===== src/hw/iepr_regs.svh =====
// register offsets, field positions and reset values of the interrupt enable and priority block
// assumes the core decodes an 8-bit special-function address space
`ifndef IEPR_REGS_SVH
`define IEPR_REGS_SVH

// special-function addresses
`define IEPR_ADDR_EN0      8'hA8
`define IEPR_ADDR_EN1      8'hB1
`define IEPR_ADDR_PL1      8'hB2
`define IEPR_ADDR_PH1      8'hB3
`define IEPR_ADDR_PH0      8'hB7
`define IEPR_ADDR_PL0      8'hB8

// field positions
`define IEPR_BIT_GLOBAL    7
`define IEPR_BIT_AUDIO     6
`define IEPR_BIT_SERIAL    4
`define IEPR_BIT_TIMER1    3
`define IEPR_BIT_EXT1      2
`define IEPR_BIT_TIMER0    1
`define IEPR_BIT_EXT0      0
`define IEPR_BIT_USB       6
`define IEPR_BIT_KEYPAD    4
`define IEPR_BIT_CONV      3
`define IEPR_BIT_SPI       2
`define IEPR_BIT_TWOWIRE   1
`define IEPR_BIT_CARD      0

// writable-bit masks; cleared bits read as zero
`define IEPR_MASK_EN0      8'hDF
`define IEPR_MASK_EN1      8'h5F
`define IEPR_MASK_P0       8'h5F
`define IEPR_MASK_P1       8'h5F

// reset value of every register
`define IEPR_RESET_VAL     8'h00

`endif


===== src/hw/iepr_pkg.sv =====
// types shared by the interrupt enable and priority block
// assumes nothing beyond a SystemVerilog compiler
package iepr_pkg;

    // number of polling slots, slot 0 served first
    localparam int NUM_SLOTS = 15;

    // two-bit priority level, 0 lowest and 3 highest
    typedef logic [1:0] iepr_level_t;

    // service tracker states
    typedef enum logic [1:0] {
        IEPR_IDLE,
        IEPR_ACK,
        IEPR_DONE
    } iepr_svc_t;

endpackage


===== src/hw/iepr_arbiter.sv =====
// picks the winning request by level, then by fixed polling order
// assumes requests already gated by enables; slot 0 is polled first
`timescale 1ns/100ps

module iepr_arbiter #(
    parameter int NUM_SLOTS = 15
) (
    input  wire logic [NUM_SLOTS-1:0]   i_req,
    input  wire logic [2*NUM_SLOTS-1:0] i_level,
    output logic                        o_valid,
    output logic [3:0]                  o_slot,
    output iepr_pkg::iepr_level_t       o_level
);

    ////////////////////////////////////////////////////////////////////////////
    // scan from lowest-priority slot upward so slot 0 wins ties
    always_comb
    begin
        o_valid = 1'b0;
        o_slot  = 4'h0;
        o_level = 2'b00;
        for (int s = NUM_SLOTS - 1; s >= 0; s--)
        begin
            // strictly higher level wins, equal level goes to the lower slot
            if (i_req[s] && (!o_valid || i_level[2*s +: 2] >= o_level))
            begin
                o_valid = 1'b1;
                o_slot  = 4'(s);
                o_level = i_level[2*s +: 2];
            end
        end
    end

endmodule


===== src/hw/iepr_service.sv =====
// keeps the stack of levels currently in service
// assumes the core pulses acknowledge on vectoring and return on the end of a routine
`timescale 1ns/100ps

module iepr_service (
    input  wire logic                  i_clk,
    input  wire logic                  i_nrst,
    input  wire logic                  i_ack,
    input  wire iepr_pkg::iepr_level_t i_ack_level,
    input  wire logic                  i_return,
    output logic [3:0]                 o_active
);

    // one bit per level in service; nesting can only rise so a bit set is enough
    logic [3:0] active_q;
    logic [3:0] active_d;
    logic [3:0] top_mask;

    ////////////////////////////////////////////////////////////////////////////
    // return clears the highest active level only
    assign top_mask = active_q[3] ? 4'h8 :
                      active_q[2] ? 4'h4 :
                      active_q[1] ? 4'h2 :
                      active_q[0] ? 4'h1 : 4'h0;

    // an acknowledge in the same cycle as a return still sets its level
    always_comb
    begin
        active_d = active_q;
        if (i_return)
        begin
            active_d = active_d & ~top_mask;
        end
        if (i_ack)
        begin
            active_d[i_ack_level] = 1'b1;
        end
    end

    // state register
    always_ff @(posedge i_clk)
    begin
        if (!i_nrst)
            active_q <= 4'h0;
        else
            active_q <= active_d;
    end

    assign o_active = active_q;

endmodule


===== src/hw/iepr_top.sv =====
// interrupt enable and priority registers with the request arbiter
// assumes a core-side special-function read/write port and synchronous request flags
//
// Summary of operation
// - global enable clear masks every source
// - first enable register bit-to-source map
// - second enable register bit-to-source map
// - first enable bit 5 reads zero
// - second enable/priority bits 7,5 read zero
// - first priority bit 7 read undefined
// - high priority bit beside enable bit
// - low priority bit beside enable bit
// - reset clears all registers
// - level is high bit over low bit
// - higher level preempts; ties use polling order
`timescale 1ns/100ps
`include "iepr_regs.svh"

module iepr_top #(
    parameter int NUM_SLOTS = iepr_pkg::NUM_SLOTS
) (
    input  wire logic                  i_clk,
    input  wire logic                  i_nrst,
    input  wire logic [7:0]            i_sfr_addr,
    input  wire logic [7:0]            i_sfr_wdata,
    input  wire logic                  i_sfr_wr,
    input  wire logic                  i_sfr_rd,
    output logic [7:0]                 o_sfr_rdata,
    output logic                       o_sfr_hit,
    input  wire logic [NUM_SLOTS-1:0]  i_src_flag,
    input  wire logic                  i_irq_ack,
    input  wire logic                  i_irq_return,
    output logic                       o_irq_req,
    output logic [3:0]                 o_irq_slot,
    output iepr_pkg::iepr_level_t      o_irq_level,
    output logic [3:0]                 o_in_service
);

    ////////////////////////////////////////////////////////////////////////////
    // registers
    logic [7:0] en0_q;          // interrupt_enable_0
    logic [7:0] en1_q;          // interrupt_enable_1
    logic [7:0] ph0_q;          // priority_high_0
    logic [7:0] pl0_q;          // priority_low_0
    logic [7:0] ph1_q;          // priority_high_1
    logic [7:0] pl1_q;          // priority_low_1
    logic [7:0] rdata_q;        // registered read data

    // address decode wires
    logic       sel_en0;
    logic       sel_en1;
    logic       sel_ph0;
    logic       sel_pl0;
    logic       sel_ph1;
    logic       sel_pl1;
    logic       sel_any;
    logic [7:0] rdata_d;

    // shared register address compare for the six select wires;
    // a miss on all six leaves the read mux at zero and drops the write
    function automatic logic addr_hit(input logic [7:0] a, input logic [7:0] r);
        addr_hit = (a == r);
    endfunction

    assign sel_en0 = addr_hit(i_sfr_addr, `IEPR_ADDR_EN0);
    assign sel_en1 = addr_hit(i_sfr_addr, `IEPR_ADDR_EN1);
    assign sel_ph0 = addr_hit(i_sfr_addr, `IEPR_ADDR_PH0);
    assign sel_pl0 = addr_hit(i_sfr_addr, `IEPR_ADDR_PL0);
    assign sel_ph1 = addr_hit(i_sfr_addr, `IEPR_ADDR_PH1);
    assign sel_pl1 = addr_hit(i_sfr_addr, `IEPR_ADDR_PL1);
    assign sel_any = sel_en0 | sel_en1 | sel_ph0 | sel_pl0 | sel_ph1 | sel_pl1;

    // hit flags the core that this block owns the address, combinational
    assign o_sfr_hit = sel_any;

    ////////////////////////////////////////////////////////////////////////////
    // register writes; reserved positions are never stored, which also
    // keeps reserved slots out of arbitration even if software breaks
    always_ff @(posedge i_clk)
    begin
        if (!i_nrst)
        begin
            en0_q <= `IEPR_RESET_VAL;
            en1_q <= `IEPR_RESET_VAL;
            ph0_q <= `IEPR_RESET_VAL;
            pl0_q <= `IEPR_RESET_VAL;
            ph1_q <= `IEPR_RESET_VAL;
            pl1_q <= `IEPR_RESET_VAL;
        end
        else if (i_sfr_wr)
        begin
            if (sel_en0) en0_q <= i_sfr_wdata & `IEPR_MASK_EN0;
            if (sel_en1) en1_q <= i_sfr_wdata & `IEPR_MASK_EN1;
            if (sel_ph0) ph0_q <= i_sfr_wdata & `IEPR_MASK_P0;
            if (sel_pl0) pl0_q <= i_sfr_wdata & `IEPR_MASK_P0;
            if (sel_ph1) ph1_q <= i_sfr_wdata & `IEPR_MASK_P1;
            if (sel_pl1) pl1_q <= i_sfr_wdata & `IEPR_MASK_P1;
        end
    end

    ////////////////////////////////////////////////////////////////////////////
    // read mux; reserved bits come back as zero, which the undefined
    // bit 7 of the first priority pair is also allowed to return
    assign rdata_d = sel_en0 ? en0_q :
                     sel_en1 ? en1_q :
                     sel_ph0 ? ph0_q :
                     sel_pl0 ? pl0_q :
                     sel_ph1 ? ph1_q :
                     sel_pl1 ? pl1_q :
                     8'h00;

    // read data is registered on the edge that samples the read strobe and holds until the next read
    always_ff @(posedge i_clk)
    begin
        if (!i_nrst)
            rdata_q <= 8'h00;
        else if (i_sfr_rd)
            rdata_q <= rdata_d;
    end

    assign o_sfr_rdata = rdata_q;

    ////////////////////////////////////////////////////////////////////////////
    // per-slot enable and level, in polling order
    logic [NUM_SLOTS-1:0]   slot_en;
    logic [2*NUM_SLOTS-1:0] slot_lvl;

    // builds a level from the high and low register bits
    function automatic iepr_pkg::iepr_level_t mk_level(input logic hi, input logic lo);
        mk_level = {hi, lo};
    endfunction

    ////////////////////////////////////////////////////////////////////////////
    // named enable fields; reserved positions have no name and no storage
    logic global_irq_enable;      // master gate over every source
    logic audio_irq_enable;       // audio interface
    logic serial_irq_enable;      // serial port
    logic timer1_irq_enable;      // timer 1 overflow
    logic ext1_irq_enable;        // external input 1
    logic timer0_irq_enable;      // timer 0 overflow
    logic ext0_irq_enable;        // external input 0
    logic usb_irq_enable;         // usb interface
    logic keypad_irq_enable;      // keyboard port
    logic converter_irq_enable;   // analogue converter
    logic spi_irq_enable;         // spi controller
    logic two_wire_irq_enable;    // two-wire controller
    logic card_irq_enable;        // card interface

    // high halves of the levels, at the enable bit position of each source
    logic audio_prio_msb;
    logic serial_prio_msb;
    logic timer1_prio_msb;
    logic ext1_prio_msb;
    logic timer0_prio_msb;
    logic ext0_prio_msb;
    logic usb_prio_msb;
    logic keypad_prio_msb;
    logic converter_prio_msb;
    logic spi_prio_msb;
    logic two_wire_prio_msb;
    logic card_prio_msb;

    // low halves of the levels, same positions as the high halves
    logic audio_prio_lsb;
    logic serial_prio_lsb;
    logic timer1_prio_lsb;
    logic ext1_prio_lsb;
    logic timer0_prio_lsb;
    logic ext0_prio_lsb;
    logic usb_prio_lsb;
    logic keypad_prio_lsb;
    logic converter_prio_lsb;
    logic spi_prio_lsb;
    logic two_wire_prio_lsb;
    logic card_prio_lsb;

    // the decoder pair at bit 5 of the first priority registers is left out:
    // no source polls from that slot, so storing it would only let software
    // park a level where nothing can ever request
    ////////////////////////////////////////////////////////////////////////////
    // field extraction; plain wires so the slot map reads like the layout
    assign global_irq_enable    = en0_q[`IEPR_BIT_GLOBAL];
    assign audio_irq_enable     = en0_q[`IEPR_BIT_AUDIO];
    assign serial_irq_enable    = en0_q[`IEPR_BIT_SERIAL];
    assign timer1_irq_enable    = en0_q[`IEPR_BIT_TIMER1];
    assign ext1_irq_enable      = en0_q[`IEPR_BIT_EXT1];
    assign timer0_irq_enable    = en0_q[`IEPR_BIT_TIMER0];
    assign ext0_irq_enable      = en0_q[`IEPR_BIT_EXT0];
    // second enable register
    assign usb_irq_enable       = en1_q[`IEPR_BIT_USB];
    assign keypad_irq_enable    = en1_q[`IEPR_BIT_KEYPAD];
    assign converter_irq_enable = en1_q[`IEPR_BIT_CONV];
    assign spi_irq_enable       = en1_q[`IEPR_BIT_SPI];
    assign two_wire_irq_enable  = en1_q[`IEPR_BIT_TWOWIRE];
    assign card_irq_enable      = en1_q[`IEPR_BIT_CARD];

    // high bits come from the high register of the same half
    assign audio_prio_msb       = ph0_q[`IEPR_BIT_AUDIO];
    assign serial_prio_msb      = ph0_q[`IEPR_BIT_SERIAL];
    assign timer1_prio_msb      = ph0_q[`IEPR_BIT_TIMER1];
    assign ext1_prio_msb        = ph0_q[`IEPR_BIT_EXT1];
    assign timer0_prio_msb      = ph0_q[`IEPR_BIT_TIMER0];
    assign ext0_prio_msb        = ph0_q[`IEPR_BIT_EXT0];
    // second high register
    assign usb_prio_msb         = ph1_q[`IEPR_BIT_USB];
    assign keypad_prio_msb      = ph1_q[`IEPR_BIT_KEYPAD];
    assign converter_prio_msb   = ph1_q[`IEPR_BIT_CONV];
    assign spi_prio_msb         = ph1_q[`IEPR_BIT_SPI];
    assign two_wire_prio_msb    = ph1_q[`IEPR_BIT_TWOWIRE];
    assign card_prio_msb        = ph1_q[`IEPR_BIT_CARD];

    // low bits come from the low register of the same half
    assign audio_prio_lsb       = pl0_q[`IEPR_BIT_AUDIO];
    assign serial_prio_lsb      = pl0_q[`IEPR_BIT_SERIAL];
    assign timer1_prio_lsb      = pl0_q[`IEPR_BIT_TIMER1];
    assign ext1_prio_lsb        = pl0_q[`IEPR_BIT_EXT1];
    assign timer0_prio_lsb      = pl0_q[`IEPR_BIT_TIMER0];
    assign ext0_prio_lsb        = pl0_q[`IEPR_BIT_EXT0];
    // second low register
    assign usb_prio_lsb         = pl1_q[`IEPR_BIT_USB];
    assign keypad_prio_lsb      = pl1_q[`IEPR_BIT_KEYPAD];
    assign converter_prio_lsb   = pl1_q[`IEPR_BIT_CONV];
    assign spi_prio_lsb         = pl1_q[`IEPR_BIT_SPI];
    assign two_wire_prio_lsb    = pl1_q[`IEPR_BIT_TWOWIRE];
    assign card_prio_lsb        = pl1_q[`IEPR_BIT_CARD];

    // slot order: ext0, timer0, ext1, timer1, serial, reserved, audio,
    // card, two-wire, spi, converter, keypad, reserved, usb, reserved
    // unused slots 5, 12 and 14 keep the zero defaults
    always_comb
    begin
        slot_en  = '0;
        slot_lvl = '0;
        slot_en[0]  = ext0_irq_enable;
        slot_en[1]  = timer0_irq_enable;
        slot_en[2]  = ext1_irq_enable;
        slot_en[3]  = timer1_irq_enable;
        slot_en[4]  = serial_irq_enable;
        slot_en[6]  = audio_irq_enable;
        slot_en[7]  = card_irq_enable;
        slot_en[8]  = two_wire_irq_enable;
        slot_en[9]  = spi_irq_enable;
        slot_en[10] = converter_irq_enable;
        slot_en[11] = keypad_irq_enable;
        slot_en[13] = usb_irq_enable;

        // two-bit level of each slot, high bit over low bit
        slot_lvl[1:0]   = mk_level(ext0_prio_msb, ext0_prio_lsb);
        slot_lvl[3:2]   = mk_level(timer0_prio_msb, timer0_prio_lsb);
        slot_lvl[5:4]   = mk_level(ext1_prio_msb, ext1_prio_lsb);
        slot_lvl[7:6]   = mk_level(timer1_prio_msb, timer1_prio_lsb);
        slot_lvl[9:8]   = mk_level(serial_prio_msb, serial_prio_lsb);
        slot_lvl[13:12] = mk_level(audio_prio_msb, audio_prio_lsb);
        slot_lvl[15:14] = mk_level(card_prio_msb, card_prio_lsb);
        slot_lvl[17:16] = mk_level(two_wire_prio_msb, two_wire_prio_lsb);
        slot_lvl[19:18] = mk_level(spi_prio_msb, spi_prio_lsb);
        slot_lvl[21:20] = mk_level(converter_prio_msb, converter_prio_lsb);
        slot_lvl[23:22] = mk_level(keypad_prio_msb, keypad_prio_lsb);
        slot_lvl[27:26] = mk_level(usb_prio_msb, usb_prio_lsb);
    end

    ////////////////////////////////////////////////////////////////////////////
    // gating: flag and own enable and global enable
    logic [NUM_SLOTS-1:0]  gated_req;
    logic                  win_valid;
    logic [3:0]            win_slot;
    iepr_pkg::iepr_level_t win_level;
    logic [3:0]            active;
    logic                  beats_active;

    // the master gate sits in front of the arbiter so one clear silences all
    assign gated_req = global_irq_enable ? (i_src_flag & slot_en) : '0;

    iepr_arbiter #(
        .NUM_SLOTS (NUM_SLOTS)
    ) u_arb (
        .i_req     (gated_req),
        .i_level   (slot_lvl),
        .o_valid   (win_valid),
        .o_slot    (win_slot),
        .o_level   (win_level)
    );

    iepr_service u_svc (
        .i_clk       (i_clk),
        .i_nrst      (i_nrst),
        .i_ack       (i_irq_ack & o_irq_req),
        .i_ack_level (win_level),
        .i_return    (i_irq_return),
        .o_active    (active)
    );

    // only a level strictly above every level in service may preempt
    assign beats_active = ((active >> win_level) == 4'h0);

    assign o_irq_req    = win_valid & beats_active;
    assign o_irq_slot   = win_slot;
    assign o_irq_level  = win_level;
    assign o_in_service = active;

endmodule


===== config.mk =====
export PLATFORM = sky130hd
export DESIGN_NAME = iepr_top
export DESIGN_NICKNAME = d
export VERILOG_FILES = /design/src/hw/iepr_pkg.sv /design/src/hw/iepr_arbiter.sv /design/src/hw/iepr_service.sv /design/src/hw/iepr_top.sv
export VERILOG_INCLUDE_DIRS = /design/src /design/src/hw
export SDC_FILE = /design/constraint.sdc
export NUM_CORES = 1
export LEC_CHECK = 0
export ABC_AREA = 1
export BUFFER_PORTS_ARGS = -buffer_cell sky130_fd_sc_hd__buf_2
export CAP_MARGIN = 10
export CORE_ASPECT_RATIO = 2
export CORE_MARGIN = 3
export CORE_UTILIZATION = 51
export DETAILED_ROUTE_END_ITERATION = 12
export PLACE_DENSITY = 0.76
export SKIP_LAST_GASP = 1
export SYNTH_ARGS = -nofsm -noshare
export SYNTH_HDL_FRONTEND = slang
export SYNTH_SLANG_ARGS = --single-unit

===== constraint.sdc =====
create_clock -name i_clk -period 16.8 [get_ports i_clk]
set_clock_uncertainty 0.2 [all_clocks]
set_input_delay 3.36 -clock i_clk [delete_from_list [all_inputs] [get_ports i_clk]]
set_output_delay 3.36 -clock i_clk [all_outputs]
set_load 0.02 [all_outputs]

==> impl_metrics.json <==
{
  "utilization": 0.787,
  "cts_tree": "done",
  "cp_data_arrival_time_ns": 13.32,
  "grt_max_degree": 32,
  "first_iter_violations": 244,
  "synth_fp_nets": 559,
  "crit_required_ns": 13.24,
  "place_inst": 674,
  "worst_setup_path_end_kind": "output pin",
  "die_area_sq_mm": 0.00771,
  "r2r-start": "en0_q[7]",
  "io_buffers": 51,
  "postLayoutSetupSlackWorst_ns": -0.0819,
  "fmax_mhz": 59.2,
  "globalplace.congestion": 0.940,
  "cellLeakagePower_nw": 2.36,
  "avgViaCountPerCell": 5.76,
  "slew_violations": 0,
  "critical_path.endpoint": "o_irq_req",
  "insertion_delay_ns": 0.29,
  "synth-compound-area-share": 0.213,
  "fp.dieH_microns": 121,
  "tightestPinTransition_ns": 0.624,
  "antenna_found_initial": 0,
  "htreeDepth": 2,
  "final_hold_viol_count": 0,
  "cts_made_buffers": 5,
  "remaining_drc_errors": 0,
  "violations": "negative setup slack",
  "rsz0062_at_grt": "yes",
  "routedWlPerCell_microns": 17.6,
  "syn_to_final_growth_pct": 47.9,
  "hold_path_class": "flip-flop to flip-flop",
  "drt.antenna.violating_nets": 0,
  "cts_max_path_buffers": 2,
  "initial_core_util": 0.532,
  "hp-start": "o_sfr_rdata[2]",
  "status": "finished with violations",
  "syn_area_per_cell_sq_um": 6.70,
  "synth_top_family_by_area": "simple AND/OR/NAND/NOR gates",
  "ir_worst_vdd_mv": 0.0751,
  "fin_crit_ns": 16.88,
  "min_period_over_period": 1.00,
  "synth_seq_cells": 48,
  "grt.total_usage": 0.294,
  "fillers": 463,
  "setup_violations": 2,
  "worstRegToRegCells": 85,
  "whs_ns": 0.267,
  "crit_start": "i_src_flag[13]",
  "nNetsFinal": 695,
  "synth-warning-count": 0,
  "finalPower_mw": 0.242,
  "ys_seq_area_frac": 0.284,
  "p_per_area_mw_per_mm2": 48.3,
  "drive_gt1_frac": 0.413,
  "wl_met1_mm": 4.17,
  "topRoutingLayerUsed": "met4",
  "synth-xor-area-share": 0,
  "path_clk_slew_ns": 0.06,
  "drt_wl_total_mm": 12.8,
  "die_w_microns": 63.6,
  "design.core.area_sq_mm": 0.00636,
  "met2WireLength_mm": 7.27,
  "dr_wl_met3_microns": 687,
  "yosys.area_share.simple": 0.317,
  "layout_commonest_cell": "buf_4",
  "ios": 57,
  "slowest_stage": "ha_1",
  "regToRegSetupSlack_ns": 5.54,
  "cts_root_buf": "clkbuf_16",
  "finalNonFillerCells": 728,
  "cts.sinks": 48,
  "fin_setup_tns_ns": -0.146,
  "slowest_delay_ns": 0.31,
  "hpwl_mm": 8.24,
  "final_cell_mix": "buf_4 (88), inv_1 (80), nand2_1 (58), dfxtp_1 (48), a21oi_1 (47)",
  "synthMuxAreaShare": 0,
  "num_antenna_cells": 0,
  "vias": 4195,
  "cp_max_fo": 5,
  "grt-ovfl-total": 0,
  "rr_endpoint": "u_svc.o_active[0]",
  "slew_headroom": 0.584,
  "crit_path_start_kind": "input port",
  "synth_cells": 505,
  "synth_fa_ha_area_frac": 0.0629,
  "crit_top_cell": "nand2_2",
  "firstDrtPassIters": 5,
  "ctsHoldBuffers": 0,
  "min_delay_path_depth": 2,
  "first_global_vias": 4087,
  "path_class": "input port to output pin",
  "grt_pass1_wl_mm": 17.8,
  "cap_violations": 0,
  "netlist-cell-type-count": 33,
  "rows": 41,
  "synthesis.area_sq_mm": 0.00338
}
==> state kept, by name (all words and copies together), names as in the netlist <==
name,cells
en1_q,6
ph0_q,6
u_svc.o_active,4
ph1_q,6
o_sfr_rdata,7
en0_q,7
pl1_q,6
pl0_q,6
==> stage by stage <==
stage	area, sq um	worst slack [ns]
2_1_floorplan	3380	0.143
3_3_place_gp	4030	-0.409
3_5_place_dp	4030	-0.744
4_1_cts	4530	0.00941
5_1_grt	5000	-0.613
6_report	5000	-0.0819
==> routing by layer <==
metal	vias up	GRT usage
li1	1958	-
met1	1984	0.278
met2	195	0.589
met3	58	0.0259
met4	0	0.164
met5	-	0
==> report_power, final <==
| group | internal (mW) | switching [mW] |
|---|---|---|
| Combinational | 0.00477 | 0.00969 |
| Sequential | 0.114 | 0.000427 |
| Clock | 0.0701 | 0.0425 |
| Total | 0.189 | 0.0526 |
==> repair_timing <==
action	CTS	global route
buffers inserted	27	19
cloned	0	0
pin swaps	36	69
setup endpoints to repair	7	7
resized for setup	42	74
==> critical path, delay by kind of cell <==
kind	cells	cell delay, ns
AOI/OAI and AO/OA	21	2.24
buffers and inverters	10	0.75
adders and majority gates	11	2.97
and+or+nand+nor	41	3.98
==> cell families after synthesis <==
group / count (synthesis)
AOI/OAI and AO/OA: 125
adders and majority gates: 17
buffers and inverters: 108
DFF: 48
other: 1
and+or+nand+nor: 206
==> area by class of cell <==
| class | count | area (sq um) | share of cell area |
|---|---|---|---|
| Clock buffer | 6 | 129 | 0.0258 |
| Clock inverter | 2 | 35.0 | 0.00700 |
| Inverter | 95 | 364 | 0.0727 |
| Multi-Input combinational cell | 349 | 2410 | 0.483 |
| Sequential cell | 48 | 961 | 0.192 |
| Tap cell | 86 | 108 | 0.0215 |
| Timing Repair Buffer | 142 | 993 | 0.199 |
==> Yosys cell counts (all sizes together) <==
library cell	instances	area share
a2111oi	1	0.0026
a211oi	6	0.013
a21oi	53	0.082
and2	4	0.0074
buf	2	0.0044
clkbuf	11	0.012
clkinv	2	0.0022
conb	1	0.0011
dfxtp	48	0.28
ha	17	0.063
inv	93	0.10
nand2	101	0.14
nand3	54	0.099
nand3b	3	0.0089
nand4	7	0.013
nor2	24	0.027
nor3	7	0.010
nor4	5	0.0092
o2111ai	3	0.0078
o21ai	50	0.081
o221ai	6	0.016
o22ai	6	0.011
or2	1	0.0019
==> how the worst min path moves through the flow <==
stage	to	slack (ns)
global route	o_sfr_rdata[6]	0.29
global placement	o_sfr_rdata[2]	0.25
detailed placement	o_sfr_rdata[2]	0.26
finish	o_sfr_rdata[2]	0.27
floorplan	en0_q[0]	0.24
CTS	o_sfr_rdata[2]	0.27
(Power assumes the default switching activity.)
